`src/lxb_defs.svh`:
```
// Constants for the cross-bank command tracker
// Behaviour
// Commands act only with clock enable high twice
// Bank idle only after precharge time elapses
// Active means row open, delay met, quiet
// Reading or writing holds until burst ends
// Refresh and mode writes need all banks idle
// Burst terminate acts only on burst bank
// During mode register access, send only NOP
// Mode read returns prior state; write to idle
// Controller spaces activates by activate delay
// Reads and writes allowed with or without precharge
// Precharge hits one bank or all banks
// Mode read accepted while a bank activates
// Mode read accepted while a bank precharges
// After mode read, pending delays still complete
// Write follows read completion or terminate
// Read follows write completion or terminate
// Other banks usable after auto precharge access
// Reset is mode write with all banks idle
// Terminate only while a burst runs
// Other banks accept commands during bursts
// Mask low stores beat, high drops it
// Controller avoids every unlisted combination
// Each bank keeps its own state record
`ifndef LXB_DEFS_SVH
`define LXB_DEFS_SVH
`define LXB_BANKS 8
`define LXB_BANK_W 3
`define LXB_DQ_W 16
`define LXB_CNT_W 8
`define LXB_T_RCD 8'h03
`define LXB_T_RP 8'h03
`define LXB_T_RRD 8'h02
`define LXB_T_MRR 8'h02
`define LXB_T_MRW 8'h05
`define LXB_T_BURST 8'h04
`define LXB_T_RESET 8'h0A
`define LXB_T_EXIT 8'h02
`define LXB_CMD_NOP 4'h0
`define LXB_CMD_ACT 4'h1
`define LXB_CMD_RD 4'h2
`define LXB_CMD_WR 4'h3
`define LXB_CMD_PRE 4'h4
`define LXB_CMD_PREA 4'h5
`define LXB_CMD_BST 4'h6
`define LXB_CMD_MRR 4'h7
`define LXB_CMD_MRW 4'h8
`define LXB_CMD_REF 4'h9
`define LXB_CMD_RESET 4'hA
`endif

```
`src/lxb_pkg.sv`:
```
// Bank state type used by the device end of the command link and by the bench
package lxb_pkg;
  typedef enum logic [3:0] {
    LXB_POWER_ON = 4'h0,
    LXB_RESETTING = 4'h1,
    LXB_IDLE = 4'h3,
    LXB_ACTIVATING = 4'h2,
    LXB_ACTIVE = 4'h6,
    LXB_READING = 4'h7,
    LXB_WRITING = 4'h5,
    LXB_PRECHARGING = 4'h4,
    LXB_MR_READING = 4'hC,
    LXB_MR_WRITING = 4'hD,
    LXB_REFRESHING = 4'hF
  } lxb_state_t;
endpackage

```
`src/lxb_link_if.sv`:
```
// Command, mask and data link between controller and device
`timescale 1ns/100ps
`default_nettype none
`include "lxb_defs.svh"
interface lxb_link_if;
  logic cke;
  logic [3:0] cmd;
  logic [`LXB_BANK_W-1:0] bank;
  logic auto_pre;
  logic [`LXB_DQ_W-1:0] wdata;
  logic wvalid;
  logic wmask;
  modport ctrl (output cke, cmd, bank, auto_pre, wdata, wvalid, wmask);
  modport dev (input cke, cmd, bank, auto_pre, wdata, wvalid, wmask);
endinterface
`default_nettype wire

```
`src/lxb_device.sv`:
```
// Device end: per-bank state tracking and masked write capture
`timescale 1ns/100ps
`default_nettype none
`include "lxb_defs.svh"
module lxb_device #(
  parameter int BANKS = `LXB_BANKS
) (
  input wire logic clk,
  input wire logic rst_n,
  lxb_link_if.dev link,
  output logic [4*BANKS-1:0] bank_state,
  output logic all_idle,
  output logic any_burst,
  output logic [`LXB_DQ_W-1:0] wr_data,
  output logic wr_store,
  output logic [`LXB_BANK_W-1:0] wr_bank
);
  logic cke_prev_reg;
  logic [`LXB_CNT_W-1:0] exit_reg;
  logic go;
  logic [BANKS-1:0] idle_v;
  logic [BANKS-1:0] burst_v;
  logic [BANKS-1:0] active_v;
  logic [`LXB_BANK_W-1:0] beat_bank;
  logic beat_ok;
  logic [`LXB_BANK_W-1:0] burst_bank_reg;
  logic [`LXB_DQ_W-1:0] wr_data_reg;
  logic wr_store_reg;
  logic [`LXB_BANK_W-1:0] wr_bank_reg;

  // Exit time counts from the first edge that sees clock enable high again
  always_ff @(posedge clk or negedge rst_n) begin
    if (!rst_n) begin
      cke_prev_reg <= 1'b0;
      exit_reg <= `LXB_T_EXIT;
    end else begin
      cke_prev_reg <= link.cke;
      if (!link.cke) begin
        exit_reg <= `LXB_T_EXIT;
      end else if (exit_reg != 8'h00) begin
        exit_reg <= exit_reg - 8'h01;
      end
    end
  end
  assign go = cke_prev_reg && link.cke && (exit_reg == 8'h00);

  // Burst terminate follows the most recent burst, never a named bank
  always_ff @(posedge clk or negedge rst_n) begin
    if (!rst_n) begin
      burst_bank_reg <= '0;
    end else if (go && (link.cmd == `LXB_CMD_RD || link.cmd == `LXB_CMD_WR)) begin
      burst_bank_reg <= link.bank;
    end
  end

  genvar g;
  generate
    for (g = 0; g < BANKS; g++) begin : g_bank
      lxb_pkg::lxb_state_t st_reg;
      lxb_pkg::lxb_state_t ret_reg;
      logic [`LXB_CNT_W-1:0] t_reg;
      logic ap_reg;
      logic hit;
      logic pend_rcd_reg;
      logic pend_rp_reg;
      logic [`LXB_CNT_W-1:0] pend_t_reg;
      assign hit = go && (link.bank == `LXB_BANK_W'(g));
      assign active_v[g] = (st_reg == lxb_pkg::LXB_ACTIVE);
      assign bank_state[4*g+3:4*g] = st_reg;
      assign idle_v[g] = (st_reg == lxb_pkg::LXB_IDLE);
      assign burst_v[g] = (st_reg == lxb_pkg::LXB_READING) ||
                          (st_reg == lxb_pkg::LXB_WRITING);
      // One record per bank; only all-bank commands touch every record
      always_ff @(posedge clk or negedge rst_n) begin
        if (!rst_n) begin
          st_reg <= lxb_pkg::LXB_POWER_ON;
          ret_reg <= lxb_pkg::LXB_IDLE;
          t_reg <= '0;
          ap_reg <= 1'b0;
          pend_rcd_reg <= 1'b0;
          pend_rp_reg <= 1'b0;
          pend_t_reg <= '0;
        end else begin
          if (t_reg != 8'h00) t_reg <= t_reg - 8'h01;
          if (pend_t_reg != 8'h00) pend_t_reg <= pend_t_reg - 8'h01;
          if (go && link.cmd == `LXB_CMD_RESET && st_reg == lxb_pkg::LXB_POWER_ON) begin
            st_reg <= lxb_pkg::LXB_RESETTING;
            t_reg <= `LXB_T_RESET;
          end else if (go && link.cmd == `LXB_CMD_MRW && st_reg == lxb_pkg::LXB_IDLE) begin
            st_reg <= lxb_pkg::LXB_MR_WRITING;
            t_reg <= `LXB_T_MRW;
          end else if (go && link.cmd == `LXB_CMD_REF && st_reg == lxb_pkg::LXB_IDLE) begin
            st_reg <= lxb_pkg::LXB_REFRESHING;
            t_reg <= `LXB_T_MRW;
          end else if (go && link.cmd == `LXB_CMD_PREA) begin
            st_reg <= lxb_pkg::LXB_PRECHARGING;
            t_reg <= `LXB_T_RP;
            ap_reg <= 1'b0;
          end else if (go && link.cmd == `LXB_CMD_MRR &&
                       st_reg != lxb_pkg::LXB_READING &&
                       st_reg != lxb_pkg::LXB_WRITING &&
                       st_reg != lxb_pkg::LXB_POWER_ON) begin
            // Pending delays keep running across the read
            st_reg <= lxb_pkg::LXB_MR_READING;
            t_reg <= `LXB_T_MRR;
            ret_reg <= (st_reg == lxb_pkg::LXB_ACTIVATING) ? lxb_pkg::LXB_ACTIVE :
                       (st_reg == lxb_pkg::LXB_PRECHARGING) ? lxb_pkg::LXB_IDLE : st_reg;
            pend_rcd_reg <= (st_reg == lxb_pkg::LXB_ACTIVATING);
            pend_rp_reg <= (st_reg == lxb_pkg::LXB_PRECHARGING);
            pend_t_reg <= t_reg;
          end else if (go && link.cmd == `LXB_CMD_BST &&
                       burst_bank_reg == `LXB_BANK_W'(g) && burst_v[g]) begin
            st_reg <= lxb_pkg::LXB_ACTIVE;
          end else if (hit && link.cmd == `LXB_CMD_ACT && st_reg == lxb_pkg::LXB_IDLE) begin
            st_reg <= lxb_pkg::LXB_ACTIVATING;
            t_reg <= `LXB_T_RCD;
          end else if (hit && (link.cmd == `LXB_CMD_RD || link.cmd == `LXB_CMD_WR) &&
                       (st_reg == lxb_pkg::LXB_ACTIVE || burst_v[g])) begin
            st_reg <= (link.cmd == `LXB_CMD_RD) ? lxb_pkg::LXB_READING :
                      lxb_pkg::LXB_WRITING;
            t_reg <= `LXB_T_BURST;
            ap_reg <= link.auto_pre;
          end else if (hit && link.cmd == `LXB_CMD_PRE &&
                       st_reg != lxb_pkg::LXB_MR_READING &&
                       st_reg != lxb_pkg::LXB_MR_WRITING &&
                       st_reg != lxb_pkg::LXB_POWER_ON &&
                       st_reg != lxb_pkg::LXB_RESETTING) begin
            st_reg <= lxb_pkg::LXB_PRECHARGING;
            t_reg <= `LXB_T_RP;
            ap_reg <= 1'b0;
          end else if (t_reg == 8'h00) begin
            unique case (st_reg)
              lxb_pkg::LXB_ACTIVATING: st_reg <= lxb_pkg::LXB_ACTIVE;
              lxb_pkg::LXB_PRECHARGING: st_reg <= lxb_pkg::LXB_IDLE;
              lxb_pkg::LXB_MR_WRITING: st_reg <= lxb_pkg::LXB_IDLE;
              lxb_pkg::LXB_REFRESHING: st_reg <= lxb_pkg::LXB_IDLE;
              lxb_pkg::LXB_RESETTING: st_reg <= lxb_pkg::LXB_IDLE;
              lxb_pkg::LXB_MR_READING: begin
                // A pending delay that has not run out is resumed
                if (pend_rcd_reg && pend_t_reg != 8'h00) begin
                  st_reg <= lxb_pkg::LXB_ACTIVATING;
                  t_reg <= pend_t_reg;
                end else if (pend_rp_reg && pend_t_reg != 8'h00) begin
                  st_reg <= lxb_pkg::LXB_PRECHARGING;
                  t_reg <= pend_t_reg;
                end else begin
                  st_reg <= ret_reg;
                end
                pend_rcd_reg <= 1'b0;
                pend_rp_reg <= 1'b0;
              end
              lxb_pkg::LXB_READING, lxb_pkg::LXB_WRITING: begin
                if (ap_reg) begin
                  st_reg <= lxb_pkg::LXB_PRECHARGING;
                  t_reg <= `LXB_T_RP;
                  ap_reg <= 1'b0;
                end else begin
                  st_reg <= lxb_pkg::LXB_ACTIVE;
                end
              end
              default: st_reg <= st_reg;
            endcase
          end
        end
      end
    end
  endgenerate

  assign all_idle = &idle_v;
  assign any_burst = |burst_v;

  // Beat may ride with its write command, before the bank shows writing
  assign beat_bank = (go && link.cmd == `LXB_CMD_WR) ? link.bank :
                     burst_bank_reg;
  assign beat_ok = burst_v[beat_bank] ||
                   (go && link.cmd == `LXB_CMD_WR && active_v[beat_bank]);

  // Mask rides with its beat; no burst means no store
  always_ff @(posedge clk or negedge rst_n) begin
    if (!rst_n) begin
      wr_data_reg <= '0;
      wr_store_reg <= 1'b0;
      wr_bank_reg <= '0;
    end else begin
      wr_store_reg <= link.wvalid && !link.wmask && beat_ok;
      if (link.wvalid && !link.wmask) begin
        wr_data_reg <= link.wdata;
        wr_bank_reg <= beat_bank;
      end
    end
  end
  assign wr_data = wr_data_reg;
  assign wr_store = wr_store_reg;
  assign wr_bank = wr_bank_reg;
endmodule // lxb_device
`default_nettype wire

```
`src/flat_wrapper.sv`:
```
// flat-port wrapper written by rule: the top's interface ports become plain ports
module lxb_device_flat 
#(
  parameter int BANKS = `LXB_BANKS
)
  (clk, rst_n, bank_state, all_idle, any_burst, wr_data, wr_store, wr_bank, link_cke, link_cmd, link_bank, link_auto_pre, link_wdata, link_wvalid, link_wmask);
  lxb_link_if link_i ();
  input wire logic clk;
  input wire logic rst_n;
  output logic [4*BANKS-1:0] bank_state;
  output logic all_idle;
  output logic any_burst;
  output logic [`LXB_DQ_W-1:0] wr_data;
  output logic wr_store;
  output logic [`LXB_BANK_W-1:0] wr_bank;
  input wire logic [$bits(link_i.cke)-1:0] link_cke;
  input wire logic [$bits(link_i.cmd)-1:0] link_cmd;
  input wire logic [$bits(link_i.bank)-1:0] link_bank;
  input wire logic [$bits(link_i.auto_pre)-1:0] link_auto_pre;
  input wire logic [$bits(link_i.wdata)-1:0] link_wdata;
  input wire logic [$bits(link_i.wvalid)-1:0] link_wvalid;
  input wire logic [$bits(link_i.wmask)-1:0] link_wmask;
  assign link_i.cke = link_cke;
  assign link_i.cmd = link_cmd;
  assign link_i.bank = link_bank;
  assign link_i.auto_pre = link_auto_pre;
  assign link_i.wdata = link_wdata;
  assign link_i.wvalid = link_wvalid;
  assign link_i.wmask = link_wmask;
  lxb_device #(.BANKS(BANKS)) u_core (.clk(clk), .rst_n(rst_n), .link(link_i), .bank_state(bank_state), .all_idle(all_idle), .any_burst(any_burst), .wr_data(wr_data), .wr_store(wr_store), .wr_bank(wr_bank));
endmodule
```
`config.mk`:
```
export PLATFORM = sky130hd
export DESIGN_NAME = lxb_device_flat
export DESIGN_NICKNAME = d
export VERILOG_FILES = /design/src/lxb_pkg.sv /design/src/lxb_link_if.sv /design/src/lxb_device.sv /design/src/flat_wrapper.sv
export VERILOG_INCLUDE_DIRS = /design/src
export SDC_FILE = /design/constraint.sdc
export NUM_CORES = 1
export LEC_CHECK = 0
export ABC_AREA = 1
export BUFFER_PORTS_ARGS = -buffer_cell sky130_fd_sc_hd__buf_2
export CAP_MARGIN = 10
export CORE_MARGIN = 4
export CORE_UTILIZATION = 61
export DETAILED_ROUTE_END_ITERATION = 10
export GPL_TIMING_DRIVEN = 0
export PLACE_DENSITY = 0.84
export SYNTH_ARGS = -nofsm -noshare
export SYNTH_HDL_FRONTEND = slang
export SYNTH_SLANG_ARGS = --single-unit
export TNS_END_PERCENT = 10
```
`constraint.sdc`:
```
create_clock -name clk -period 3.1 [get_ports clk]
set_input_delay 0.62 -clock clk [delete_from_list [all_inputs] [get_ports clk]]
set_output_delay 0.62 -clock clk [all_outputs]
set_load 0.05 [all_outputs]
```
# == Word level (Yosys, flattened, before mapping) ==
# Index checks and enable logic that the tools add are counted.
# op_classes
magnitude_cmp,1
n_mux,432
addsub,17
n_eq_ne,201
reduce_logical,334
bitwise,25
# ops
operator,n
8-bit 2-to-1 mux,162
4-bit 2-to-1 mux,112
1-bit logical AND,173
"4-bit by 3-bit equality test with 1-bit output, second input constant",36
8-bit nonzero test,17
"8-bit by 1-bit subtractor with 8-bit output, second input constant",17
1-bit 2-to-1 mux,130
4-bit one-hot mux with 4 select lines,8
8-bit one-hot mux with 2 select lines,8
"4-bit equality test, second input constant",27
13-bit nonzero test,8
4-bit nonzero test,24
10-bit AND reduction,8
10-bit nonzero test,8
"4-bit by 2-bit equality test with 1-bit output, second input constant",18
8-bit logical NOT,9
"2-bit by 1-bit inequality test with 1-bit output, second input constant",36
8-bit AND reduction,9
"4-bit by 3-bit inequality test with 1-bit output, second input constant",16
"4-bit inequality test, second input constant",16
"2-bit inequality test, second input constant",21
5-bit AND reduction,8
"4-bit by 1-bit equality test with 1-bit output, second input constant",9
4-bit logical NOT,8
other kinds (17),122
# totals
output_inout_bits,54
word_cells,1072
register_bits,248
in_bits,29

# == Depth between registers and ports, before layout ==
# logic_depth
word_depth,17
mapped_depth,18
ltp_nobuf,18

# == Worst setup path after synthesis ==
# Ideal clock, no wire load.
# synth_timing
path_type,register to output
start,register u_core.g_bank[3].st_reg[0]
end,output port all_idle
arrival_ns,2.995
path_stages_with_launch,6
required_ns,2.480
setup_slack_ns,-0.515
path_cell_list,dfrtp_1 buf_2 inv_1 nor3_1 nand3_1 nor4_1
# synth_via
elab_chain_len,2
# synth_lines
item,line_no,text
from (decl),lxb_device.sv:59,lxb_pkg::lxb_state_t st_reg;
from (signal assigned),lxb_device.sv:76,st_reg <= lxb_pkg::LXB_POWER_ON;
from (signal assigned),lxb_device.sv:87,st_reg <= lxb_pkg::LXB_RESETTING;
from (signal assigned),lxb_device.sv:90,st_reg <= lxb_pkg::LXB_MR_WRITING;
4-bit by 2-bit equality test with 1-bit output,lxb_device.sv:70,assign idle_v[g] = (st_reg == lxb_pkg::LXB_IDLE);
8-bit AND reduction,lxb_device.sv:169,assign all_idle = &idle_v;
to (decl),flat_wrapper.sv:11,output logic all_idle;
# No other way between the ends.

# == Worst setup path after layout ==
# layout_timing
start,register u_core.exit_reg[0]
end,register u_core.g_bank[2].st_reg[1]
# layout_via
elab_chain_len,17
word_cells_on_any_way,38
# layout_lines
item,line_no,text
from (decl),lxb_device.sv:19,logic [`LXB_CNT_W-1:0] exit_reg;
from (signal assigned),lxb_device.sv:35,exit_reg <= `LXB_T_EXIT;
from (signal assigned),lxb_device.sv:39,exit_reg <= `LXB_T_EXIT;
from (signal assigned),lxb_device.sv:41,exit_reg <= exit_reg - 8'h01;
8-bit logical NOT *,lxb_device.sv:45,assign go = cke_prev_reg && link.cke && (exit_reg == 8'h00);
1-bit logical AND *,lxb_device.sv:45,
1-bit logical AND,lxb_device.sv:67,assign hit = go && (link.bank == `LXB_BANK_W'(g));
1-bit logical AND (no line),n/a,
1-bit logical AND (4 in series),lxb_device.sv:123,end else if (hit && link.cmd == `LXB_CMD_PRE &&
4-bit 2-to-1 mux,lxb_device.sv:123,
4-bit 2-to-1 mux,lxb_device.sv:117,end else if (hit && (link.cmd == `LXB_CMD_RD || link.cmd == `LXB_CMD_WR) &&
4-bit 2-to-1 mux,lxb_device.sv:114,end else if (hit && link.cmd == `LXB_CMD_ACT && st_reg == lxb_pkg::LXB_IDLE) begin
4-bit 2-to-1 mux,lxb_device.sv:111,end else if (go && link.cmd == `LXB_CMD_BST &&
4-bit 2-to-1 mux,lxb_device.sv:99,end else if (go && link.cmd == `LXB_CMD_MRR &&
4-bit 2-to-1 mux,lxb_device.sv:95,end else if (go && link.cmd == `LXB_CMD_PREA) begin
4-bit 2-to-1 mux,lxb_device.sv:92,end else if (go && link.cmd == `LXB_CMD_REF && st_reg == lxb_pkg::LXB_IDLE) begin
4-bit 2-to-1 mux,lxb_device.sv:89,end else if (go && link.cmd == `LXB_CMD_MRW && st_reg == lxb_pkg::LXB_IDLE) begin
4-bit 2-to-1 mux,lxb_device.sv:86,if (go && link.cmd == `LXB_CMD_RESET && st_reg == lxb_pkg::LXB_POWER_ON) begin
to (signal assigned),lxb_device.sv:87,
to (signal assigned),lxb_device.sv:90,
to (signal assigned),lxb_device.sv:93,st_reg <= lxb_pkg::LXB_REFRESHING;
to (decl),lxb_device.sv:59,
# Every way passes the cells marked *; elsewhere a longest branch is shown, timed or not.
# A chain may end at the register's enable or synchronous reset.

==> out/results.txt <==
Outcome = completed
Primary FF master, synth = dfrtp_1
Initial antenna violation count = 3
Final period util = 98.08%
Net switching power = 0.007360 W
Logic pwr share = 46.6%
Worst-skew pair later-pin latency = 580 ps
TritonRoute pass-1 iters = 8
Die H = 181.9 microns
Synthesized area = 18440 sq um
Num CTS Buffers = 29
Unrepaired setup endpoints after global routing = yes
Die width = 181.9 microns
Area delta synth->final = 11.36%
Via/cell ratio = 6.048
Final Wtd Congestion = 1.020
Crit path DAT = 3550 ps
Top cell type's share of synthesized area = 31.35%
# setup viols final = 0
CTS tree = done
Top-count cell post-synth = nand2_1
Maximum VDD drop = 0.5544 mV
Starting DRT DRC Count = 2355
Mapped Nets = 2951
Final count of hold timing violations = 0
Layout cells sized above 1 = 8.547%
Via Count = 20775
Total power = 0.01623 W
Total grt overflow = 0
Inst Count DP = 3371
Sw Ratio = 45.36%
Port Buf Inserts = 82
Worst Skew = 13.43 ps
Synth warn = 0
Total routed wirelength = 62250 microns
CP Class = reg -> reg
Critical Path End Type = register
Critical Path RT = 3610 ps
Number of clock sinks = 248
Post-synthesis sequential area ratio = 33.77%
Top post-synthesis cells by area = dfrtp_1, nand2_1, inv_1
WL per Instance = 18.12 microns
Critical Path Source Type = register
Asr flop ratio synth = 100.0%
Internal power = 0.008866 W
Clock root buffer = clkbuf_16
Vias in the first global route = 19496
Max Slew Vio Count = 0
Number of flops mapped to enable cells by yosys = 0
CTS H-tree depth = 1
Syn Inst Count = 2897
Crit path time final = 3041 ps
Clk buf depth = 3
HP Class = in -> reg
Largest net degree at the start of global routing = 124
Nets@finish = 3073
DPL Wire Length = 46710 microns
Antenna violation net count after detailed routing = 0
Initial Util = 62.06%
Achievable clock frequency = 0.3289 GHz
Max_cap viols = 0
Clock Pin Slew Worst Setup and Hold Paths = 60 ps
Syn avg cell area = 6.366 sq um
DRC = 0
Yosys top cell by area = dfrtp_1
IO Pins = 83
Core ar. = 29720 sq um
Die ar. = 33080 sq um
Lkg Pwr = 10.97 nW
First-pass GRT wire length = 99750 microns
Cell variety after synth = 54
Slew margin rel. = 19.26%
# rows = 63
Total Neg Setup Slack = 0 ps
Non-Filler Instances = 3435
Least-Margin Pin Slew = 1207 ps
PwrDens = 790.2 nW/um^2
Fin util = 69.10%
Clock Power Share = 21.1%
Sequential power share = 32.3%
Crit Path Max Fanout = 7
Most common library cells after synthesis = nand2_1, inv_1, nor2_1
Flops & latches, synth = 248
GRT Total Usage = 36.60%
## power by group through the flow
stage	Sequential, W	Combinational, W	Clock, W
2_1_floorplan	0.00540	0.00527	0
3_3_place_gp	0.00522	0.00705	0
3_5_place_dp	0.00525	0.00730	0
4_1_cts	0.00521	0.00740	0.00344
5_1_grt	0.00538	0.00858	0.00359
6_report	0.00525	0.00756	0.00342
## area by class of cell
cell class	instances	area, sq um
Clock inverter	10	137.6
Multi-Input combinational cell	2177	10510
Sequential cell	248	6227
Buffer	43	203.9
Inverter	428	1610
Antenna cell	3	7.507
Tap cell	390	488.0
Clock buffer	44	792.0
Timing Repair Buffer	92	555.5
Fill cell	2637	9181
## logic make-up after synthesis
| logic type | Yosys count | share of synthesized area (%) |
|---|---|---|
| mux | 16 | 0.9770 |
| xor+xnor | 29 | 1.377 |
| simple gates | 1631 | 38.04 |
| fa+ha+maj | 25 | 1.696 |
| flops | 248 | 33.77 |
| compound gates | 476 | 14.34 |
| buf+inv | 472 | 9.804 |
## per-stage QoR
step	setup slack [ps]	instance area, sq um	hold slack, ps
3_3_place_gp	-2955	19350	449.3
6_report	59.43	20540	175.0
4_1_cts	17.60	20430	165.8
2_1_floorplan	42.09	18450	324.4
3_5_place_dp	-353.3	19410	449.8
5_1_grt	-93.82	20540	178.8
## routing by layer
metal	global-route usage [%]	routed length, microns
met1	49.02	25070
met2	58.74	27910
met3	5.809	5977
met4	16.63	3293
met5	0	0
## path summary, 6_finish.rpt
kind / from / end / slack [ps] / cells past startpoint
max: u_core.exit_reg[0] / u_core.g_bank[2].st_reg[1] / 60 / 14
min in group asynchronous: rst_n / u_core.wr_data[1] / 460 / 2
max in group asynchronous: rst_n / u_core.g_bank[6].ap_reg / 1760 / 3
min reg2reg: u_core.exit_reg[7] / u_core.exit_reg[7] / 470 / 1
min: link_cke / u_core.cke_prev_reg / 170 / 1
max reg2reg: u_core.exit_reg[0] / u_core.g_bank[2].st_reg[1] / 60 / 14
## critical path: stages, from the launching register on
cell and delay (ps):
dfrtp_1 360, inv_1 160, ha_1 230, nand2_1 140
nor3_2 500, nand2_1 470, nor2_1 210, nand3_1 320
nand2_1 150, nor2_1 60, nand2_1 50, nor2_1 40
nor2_1 130, nand2_1 100, nand2_1 70
## cell usage in the layout, fill, tap and decap left out, types with 4 or more instances in the layout
| cell | instances |
|---|---|
| a211oi_1 | 4 |
| a21oi_1 | 140 |
| a31oi_1 | 26 |
| buf_2 | 89 |
| buf_4 | 10 |
| clkbuf_1 | 36 |
| clkbuf_16 | 29 |
| dfrtp_1 | 231 |
| dfstp_2 | 17 |
| ha_1 | 25 |
| inv_1 | 414 |
| inv_2 | 10 |
| mux2_2 | 16 |
| nand2_1 | 773 |
| nand2_2 | 5 |
| nand3_1 | 261 |
| nand3_2 | 8 |
| nand3b_1 | 8 |
| nand4_1 | 87 |
| nor2_1 | 363 |
| nor2_2 | 17 |
| nor2_4 | 6 |
| nor3_1 | 69 |
| nor3_2 | 4 |
| o211ai_1 | 18 |
| o211ai_2 | 4 |
| o21ai_0 | 222 |
| o21ai_1 | 10 |
| o22ai_1 | 13 |
| o31ai_1 | 9 |
| o41ai_1 | 12 |
| or2_2 | 13 |
| xnor2_1 | 9 |
| xor2_1 | 20 |
## what timing repair did
item                                    4_1_cts  5_1_grt
endpoints found under the setup margin       46       32
pin swaps                                     1        1
resized for setup                            13       23
setup buffers                                 3        4
hold buffers                                  1        0
endpoints found under the hold margin        13        0
No activity file was read; power rests on OpenSTA's default activity.
